<file path="src/inc/csis_pkg.sv">
// Constants and types for the socket interrupt and status-change block
package csis_pkg;

    ////////////////////////////////////////////////////////////////////////
    // Register offsets
    localparam logic [7:0] OFF_GEN_CTRL = 8'h03;
    localparam logic [7:0] OFF_STATUS_CHANGE = 8'h04;

    // Reset values
    localparam logic [7:0] GEN_CTRL_RESET = 8'h00;
    localparam logic [3:0] STATUS_CHANGE_RESET = 4'h0;
    localparam logic [7:0] READ_DATA_RESET = 8'h00;

    ////////////////////////////////////////////////////////////////////////
    // General control field positions
    localparam int CTRL_RING_EN = 7;
    localparam int CTRL_RESET_RELEASE = 6;
    localparam int CTRL_CARD_IO = 5;
    localparam int CTRL_TO_PCI = 4;
    localparam int CTRL_FUNC_SEL_LSB = 0;

    // Status-change field positions
    localparam int STS_DETECT = 3;
    localparam int STS_READY = 2;
    localparam int STS_BAT_LOW = 1;
    localparam int STS_BAT_DEAD = 0;

    // Routing codes
    localparam logic [3:0] SEL_NONE = 4'h0;
    localparam int SEL_SMI = 2;

    ////////////////////////////////////////////////////////////////////////
    // Card pin vector positions
    localparam int PIN_W = 6;
    localparam int PIN_CD1 = 0;
    localparam int PIN_CD2 = 1;
    localparam int PIN_READY = 2;
    localparam int PIN_BVD1_RING = 3;
    localparam int PIN_BATTERY_DETECT_TWO = 4;
    localparam int PIN_FUNC_IRQ = 5;
    localparam logic [PIN_W-1:0] PIN_RESET = 6'h00;

    // Cycles after reset before edges count; covers the synchroniser fill
    localparam logic [1:0] ARM_DONE = 2'h3;
    localparam logic [1:0] ARM_RESET = 2'h0;

    typedef enum logic [1:0] {
        CSIS_BAT_DEAD,
        CSIS_BAT_LOW,
        CSIS_BAT_GOOD
    } csis_bat_t;

    typedef struct packed {
        logic [7:0] ctrl;
        logic [3:0] card_status_change;
        logic [7:0] rdata;
        logic [PIN_W-1:0] prev;
        logic [1:0] arm;
        logic card_rst;
    } csis_state_t;

endpackage : csis_pkg

</file>
<file path="src/verilog/csis_sync.sv">
// Two-stage synchroniser for the socket card pins
`timescale 1ns/10ps

module csis_sync
    import csis_pkg::*;
(
    input wire logic ref_clk_i,
    input wire logic sys_rst_i,
    input wire logic [PIN_W-1:0] pins_i,
    output logic [PIN_W-1:0] pins_o
);

    ////////////////////////////////////////////////////////////////////////
    typedef struct packed {
        logic [PIN_W-1:0] meta;
        logic [PIN_W-1:0] safe;
    } csis_sync_state_t;

    csis_sync_state_t st_q;
    csis_sync_state_t st_d;

    // First stage feeds only the second stage
    always_comb
    begin
        st_d = st_q;
        st_d.meta = pins_i;
        st_d.safe = st_q.meta;
    end

    always_ff @(posedge ref_clk_i)
    begin
        if (sys_rst_i)
        begin
            st_q <= '{meta: PIN_RESET, safe: PIN_RESET};
        end
        else
        begin
            st_q <= st_d;
        end
    end

    assign pins_o = st_q.safe;

endmodule : csis_sync

</file>
<file path="src/verilog/csis_top.sv">
// Socket interrupt routing, general control and status-change register
// Operation
// Control bit 7 enables ring indicate
// Control bit 6 low holds card reset
// Card reset acts on 16-bit cards only
// Control bit 5 marks memory or I/O
// Control bit 4 routes status interrupt PCI
// Bits 3-0 route functional interrupt line
// Select zero also routes status to PCI
// Disabled source bits always read zero
// Enabled event sets bit, raises interrupt
// Clear by read or write-one by mode
// Status bits 7-4 read zero
// Bit 3 set on either detect change
// Bit 2 on READY rise, memory only
// Bit 1 on battery low, memory only
// Bit 0 battery dead or status changed
// Ring enabled: bit 0 shows ring input
// Battery codes: 0x dead, 10 low
// Detect event needs detect enable
// Card pins synchronised before edge detection
// Interrupt holds while enabled bit set
`timescale 1ns/10ps

module csis_top
    import csis_pkg::*;
(
    input wire logic ref_clk_i,
    input wire logic sys_rst_i,
    input wire logic [7:0] reg_addr_i,
    input wire logic reg_wr_i,
    input wire logic reg_rd_i,
    input wire logic [7:0] reg_wdata_i,
    output logic [7:0] reg_rdata_o,
    input wire logic detect_event_enable_i,
    input wire logic ready_event_enable_i,
    input wire logic battery_low_enable_i,
    input wire logic battery_dead_enable_i,
    input wire logic [3:0] status_irq_line_select_i,
    input wire logic clear_by_write_one_i,
    input wire logic card_is_16bit_i,
    input wire logic card_detect_one_i,
    input wire logic card_detect_two_i,
    input wire logic card_ready_i,
    input wire logic battery_detect_one_ring_i,
    input wire logic battery_detect_two_i,
    input wire logic card_func_irq_i,
    output logic card_reset_o,
    output logic pci_irq_o,
    output logic system_management_irq_o,
    output logic [15:0] legacy_irq_o
);

    ////////////////////////////////////////////////////////////////////////
    function automatic csis_bat_t bat_decode(input logic battery_detect_two,
                                             input logic bvd1);
        csis_bat_t b;
        b = CSIS_BAT_GOOD;
        if (!battery_detect_two)
        begin
            b = CSIS_BAT_DEAD;
        end
        else if (!bvd1)
        begin
            b = CSIS_BAT_LOW;
        end
        return b;
    endfunction : bat_decode

    // One-hot line vector; code 0 drives nothing, code 2 lands on SYSTEM_MANAGEMENT_IRQ
    function automatic logic [15:0] line_vec(input logic [3:0] sel);
        logic [15:0] v;
        v = 16'h0001 << sel;
        v[0] = 1'b0;
        return v;
    endfunction : line_vec

    ////////////////////////////////////////////////////////////////////////
    csis_state_t st_q;
    csis_state_t st_d;
    logic [PIN_W-1:0] pin_s;
    logic [PIN_W-1:0] chg;
    logic [PIN_W-1:0] rise;
    logic armed;
    logic is_io;
    logic ring_en;
    csis_bat_t bat_now;
    csis_bat_t bat_old;
    logic [3:0] en_v;
    logic [3:0] ev;
    logic [3:0] set_v;
    logic [3:0] clr_v;
    logic [3:0] csc_view;
    logic rd_csc;
    logic wr_csc;
    logic wr_ctrl;
    logic pend;
    logic to_pci;
    logic func_on;
    logic [15:0] route_v;

    csis_sync u_sync (
        .ref_clk_i(ref_clk_i),
        .sys_rst_i(sys_rst_i),
        .pins_i({card_func_irq_i, battery_detect_two_i,
                 battery_detect_one_ring_i, card_ready_i,
                 card_detect_two_i, card_detect_one_i}),
        .pins_o(pin_s)
    );

    ////////////////////////////////////////////////////////////////////////
    // Card event detection
    assign chg = pin_s ^ st_q.prev;
    assign rise = pin_s & ~st_q.prev;
    assign armed = (st_q.arm == ARM_DONE);
    assign is_io = st_q.ctrl[CTRL_CARD_IO];
    assign ring_en = st_q.ctrl[CTRL_RING_EN];
    assign bat_now = bat_decode(pin_s[PIN_BATTERY_DETECT_TWO], pin_s[PIN_BVD1_RING]);
    assign bat_old = bat_decode(st_q.prev[PIN_BATTERY_DETECT_TWO],
                                st_q.prev[PIN_BVD1_RING]);
    assign en_v = {detect_event_enable_i, ready_event_enable_i,
                   battery_low_enable_i, battery_dead_enable_i};

    assign ev[STS_DETECT] = armed
        & (chg[PIN_CD1] | chg[PIN_CD2]);
    assign ev[STS_READY] = armed & ~is_io & rise[PIN_READY];
    assign ev[STS_BAT_LOW] = armed & ~is_io
        & (bat_now == CSIS_BAT_LOW) & (bat_old != CSIS_BAT_LOW);
    // Ring mode shows the live pin, so no latched event then
    assign ev[STS_BAT_DEAD] = armed & ~ring_en & (is_io
        ? rise[PIN_BVD1_RING]
        : (bat_now == CSIS_BAT_DEAD) & (bat_old != CSIS_BAT_DEAD));


    assign set_v = ev & en_v; // see

    ////////////////////////////////////////////////////////////////////////
    // Register access
    assign rd_csc = reg_rd_i && (reg_addr_i == OFF_STATUS_CHANGE);
    assign wr_csc = reg_wr_i && (reg_addr_i == OFF_STATUS_CHANGE);
    assign wr_ctrl = reg_wr_i && (reg_addr_i == OFF_GEN_CTRL);

    always_comb
    begin
        clr_v = 4'h0;
        if (rd_csc && !clear_by_write_one_i)
        begin
            clr_v = 4'hf;
        end
        else if (wr_csc && clear_by_write_one_i)
        begin
            clr_v = reg_wdata_i[3:0];
        end
    end

    assign csc_view[STS_DETECT] = st_q.card_status_change[STS_DETECT] & en_v[STS_DETECT];
    assign csc_view[STS_READY] = st_q.card_status_change[STS_READY] & ~is_io
        & en_v[STS_READY];
    assign csc_view[STS_BAT_LOW] = st_q.card_status_change[STS_BAT_LOW] & ~is_io
        & en_v[STS_BAT_LOW]; // see
    assign csc_view[STS_BAT_DEAD] = en_v[STS_BAT_DEAD] & (ring_en
        ? pin_s[PIN_BVD1_RING]
        : st_q.card_status_change[STS_BAT_DEAD]);

    always_comb
    begin
        st_d = st_q;
        st_d.prev = pin_s;
        if (!armed)
        begin
            st_d.arm = st_q.arm + 2'h1;
        end
        if (wr_ctrl)
        begin
            st_d.ctrl = reg_wdata_i;
        end
        // New events win over a clear in the same cycle
        st_d.card_status_change = ((st_q.card_status_change & ~clr_v) | set_v) & en_v;
        if (reg_rd_i)
        begin
            case (reg_addr_i)
                OFF_GEN_CTRL: st_d.rdata = st_q.ctrl;
                OFF_STATUS_CHANGE: st_d.rdata = {4'h0, csc_view};

                default: st_d.rdata = READ_DATA_RESET;
            endcase
        end
        st_d.card_rst = card_is_16bit_i
            & ~st_q.ctrl[CTRL_RESET_RELEASE]; // see
    end

    always_ff @(posedge ref_clk_i)
    begin
        if (sys_rst_i)
        begin
            st_q <= '{ctrl: GEN_CTRL_RESET, card_status_change: STATUS_CHANGE_RESET,
                      rdata: READ_DATA_RESET, prev: PIN_RESET,
                      arm: ARM_RESET, card_rst: 1'b0};
        end
        else
        begin
            st_q <= st_d;
        end
    end

    ////////////////////////////////////////////////////////////////////////
    // Interrupt routing
    assign pend = |csc_view;
    assign to_pci = st_q.ctrl[CTRL_TO_PCI]
        | (st_q.ctrl[3:0] == SEL_NONE); // see
    assign func_on = is_io & pin_s[PIN_FUNC_IRQ];

    always_comb
    begin
        route_v = 16'h0000;
        if (pend && !to_pci)
        begin
            route_v = line_vec(status_irq_line_select_i);
        end
        if (func_on)
        begin
            route_v = route_v | line_vec(st_q.ctrl[3:0]);
        end
    end

    assign pci_irq_o = pend & to_pci;
    assign system_management_irq_o = route_v[SEL_SMI];
    assign legacy_irq_o = route_v & ~(16'h0001 << SEL_SMI);
    assign reg_rdata_o = st_q.rdata;
    assign card_reset_o = st_q.card_rst;
endmodule : csis_top

</file>
<file path="config.mk">
export PLATFORM = sky130hd
export DESIGN_NAME = csis_top
export DESIGN_NICKNAME = d
export VERILOG_FILES = /design/src/inc/csis_pkg.sv /design/src/verilog/csis_sync.sv /design/src/verilog/csis_top.sv
export SDC_FILE = /design/constraint.sdc
export NUM_CORES = 1
export LEC_CHECK = 0
export ABC_AREA = 1
export BUFFER_PORTS_ARGS = -buffer_cell sky130_fd_sc_hd__buf_2
export CAP_MARGIN = 20
export CELL_PAD_IN_SITES_DETAIL_PLACEMENT = 0
export CELL_PAD_IN_SITES_GLOBAL_PLACEMENT = 1
export CORE_MARGIN = 2
export CORE_UTILIZATION = 32
export DETAILED_ROUTE_END_ITERATION = 16
export PLACE_DENSITY_LB_ADDON = 0.12
export SETUP_SLACK_MARGIN = 0.4
export SYNTH_ARGS = -nofsm -noshare
export SYNTH_HDL_FRONTEND = slang
export SYNTH_HIERARCHICAL = 1
export SYNTH_SLANG_ARGS = --single-unit
</file>
<file path="constraint.sdc">
create_clock -name ref_clk_i -period 1.3 [get_ports ref_clk_i]
set_input_delay 0.26 -clock ref_clk_i [delete_from_list [all_inputs] [get_ports ref_clk_i]]
set_output_delay 0.26 -clock ref_clk_i [all_outputs]
set_load 0.005 [all_outputs]
</file>
==> impl_metrics.tcl <==
set metrics [dict create \
    status "finished with violations" \
    failed_checks "negative setup slack" \
    first_pass_iters 4 \
    clkPwrFrac_pct 32.2 \
    endpoint_kind "primary output" \
    worst_path_most_repeated_cell "nor2_2" \
    power.density_nw_per_um2 782 \
    drive_gt1_share_pct 56.1 \
    syn_inst 305 \
    gp_congestion 0.766 \
    finalSetupViolCount 16 \
    grt-ovfl-total 0 \
    dp_slack_ns -0.168 \
    vias 2238 \
    arrival_ns 1.44 \
    seq_power_share_pct 50.7 \
    n_antenna_cell 0 \
    path_cells "nor2_2 -> nor2_2 -> nand2_4 -> nand3_4 -> nand3_2 -> o21ai_1 -> buf_2" \
    syn_area_um2 2070 \
    core_region_area_um2 6310 \
    required_ns 1.04 \
    internal-power_uw 1910 \
    sw_frac_of_total_pct 26.5 \
    placedInstanceArea_um2 2600 \
    rsz0062_at_grt "yes" \
    post-route-min-period_ns 1.70 \
    hold_viol_final 0 \
    die_w_um 84.4 \
    synth-seq-area-share_pct 38.7 \
    leakagePower_uw 0.00159 \
    min_path_type "in2reg" \
    drt_iter0_drc 78 \
    synth_area_leaders "dfxtp_1, nor2_1, nand3_1" \
    synth_top_cell_area_share_pct 38.7 \
    cts_hold_buf 0 \
    io-pin-count 63 \
    final_util_pct 52.8 \
    cts.sinks 40 \
    grt_pass1_vias 2106 \
    syn2layout_area_growth_pct 61.0 \
    post_drt_wl_per_cell_um 13.3 \
    ys_ff_latch 40 \
    dieArea_um2 7120 \
    fin_cells 473 \
    slew_violations 0 \
    grt_max_degree 24 \
    yosysWarnings 6 \
    worst_clock_skew_ns 0.00428 \
    yosysTopAreaCell "dfxtp_1" \
    post-route-drc-count 0 \
    start_kind "register" \
    clockBufferDepth 2 \
    fmax_mhz 590 \
    share_comb_of_total_power_pct 17.1 \
    via_per_inst 4.73 \
    antenna_left 0 \
    synth_cell_types 27 \
    cts_inserted_buffers 5 \
    drv_cap 0 \
    worst_slack_ns -0.395 \
    crit_fanout 7 \
    htree_levels 2 \
    final.period_utilization_pct 130 \
    track_usage_pct 17.0 \
    max_stage_delay_ns 0.36 \
    port_buffers 60 \
    antenna_found_initial 0 \
    grt_pass1_wl_um 9810 \
    num_rows 29 \
    slowest_stage "dfxtp_2" \
    cts.reportedPaths.clkPinSlew_ns 0.07 \
    place_inst 449 \
    cts_tree "done" \
    ir_worst_vdd_mv 0.677 \
    clock_tree.root_cell "clkbuf_8" \
    hpwl_um 4080 \
    crit_type "reg2out" \
    finalNetCount 432 \
    netSwitchingPower_uw 689 \
    clk_latency_ns 0.28 \
    final_cell_area_um2 3330 \
    initial_core_util_pct 32.8 \
    dieHeight_um 84.4 \
    routed_wl_um 6270 \
    syn_avg_cell_area_um2 6.78 \
]
routing by layer:
layer	GRT usage (%)	part of all wire, %	vias to the layer above	routed length (um)
met4	5.05	1.1	0	72
met5	0	0	-	0
met3	3.34	5.6	7	354
met1	21.8	42	1024	2630
met2	29.1	51	67	3210
li1	-	-	1140	-
final cells by class:
class                           instances  area (um^2)
Multi-Input combinational cell        206         1420
Clock inverter                          2         10.0
Timing Repair Buffer                   98          689
Sequential cell                        40          827
Inverter                               44          203
Clock buffer                            6         82.6
Fill cell                             653         2980
Tap cell                               77         96.3
final timing paths:
check / start / endpoint / slack, ns / cells past startpoint
max: ring_en / legacy_irq_o[7] / -0.40 / 7
min: card_detect_two_i / u_sync/st_d[1] / 0.17 / 3
max reg2reg: ring_en / reg_rdata_o[0] / 0.28 / 7
min reg2reg: u_sync/st_d[3] / u_sync/pins_o[3] / 0.40 / 2
flip-flops by register name (all words and copies together), names as in the netlist:
name	count
reg_rdata_o	8
u_sync/st_d	6
ring_en	1
card_reset_o	1
is_io	1
u_sync/pins_o	6
st_q	17
cells in the final DEF, fill, tap and decap left out, types with 4 or more instances in the layout:
cell      instances
clkbuf_8          6
nand3_1          15
nand3_2          19
dfxtp_1          21
o21ai_2          10
inv_2             4
o21ai_1          14
dfxtp_2          18
nor2_2            8
buf_2            54
buf_6            11
inv_1            33
nand2_2           4
nand2_4          10
nor2_1           54
nand2_1          21
nor2_4           15
buf_4            28
o21ai_0           7
a21oi_2          10
what timing repair did:
item	CTS	global route
pin swaps	34	50
gates resized for setup	70	83
gates cloned	3	0
setup endpoints to repair	46	44
setup buffers	5	8
cell usage after synthesis (all sizes together):
| library cell | instances |
|---|---|
| xnor2 | 2 |
| nor3 | 1 |
| conb | 1 |
| o21ai | 32 |
| a31oi | 2 |
| dfxtp | 40 |
| ha | 1 |
| xor2 | 1 |
| nand2 | 35 |
| nand3 | 36 |
| nor4 | 3 |
| clkbuf | 4 |
| nor2 | 76 |
| inv | 44 |
| o2111ai | 1 |
| a21oi | 11 |
| buf | 15 |
power by group through the flow:
stage               clock network (uW)  logic (uW)  registers [uW]
global placement                     0         307            1330
floorplan                            0         190            1330
detailed placement                   0         309            1330
finish                             839         444            1320
CTS                                876         390            1320
global route                       940         488            1330
stage by stage:
step                      hold WS (ns)  setup TNS, ns  power [uW]
after floorplan                  0.331              0        1520
after global placement           0.389          -2.20        1640
after detailed placement         0.396          -2.33        1640
after CTS                        0.161          -6.30        2580
after global routing             0.160          -7.15        2750
final                            0.172          -5.82        2600
worst max-delay path: cells and delay by family (launching register included):
kind	cells	cell delay, ns
AOI/OAI and AO/OA	1	0.10
DFF	1	0.36
and+or+nand+nor	5	0.56
buffers and inverters	1	0.13
cell families after synthesis:
| kind of cell | Yosys count | synth area share [%] |
|---|---|---|
| compound gates | 46 | 12.2 |
| xor+xnor | 3 | 1.27 |
| fa+ha+maj | 1 | 0.605 |
| buf+inv | 63 | 14.9 |
| flops | 40 | 38.7 |
| other cells | 1 | 0.181 |
| simple gates | 151 | 32.2 |
No activity file was read; power rests on OpenSTA's default activity.
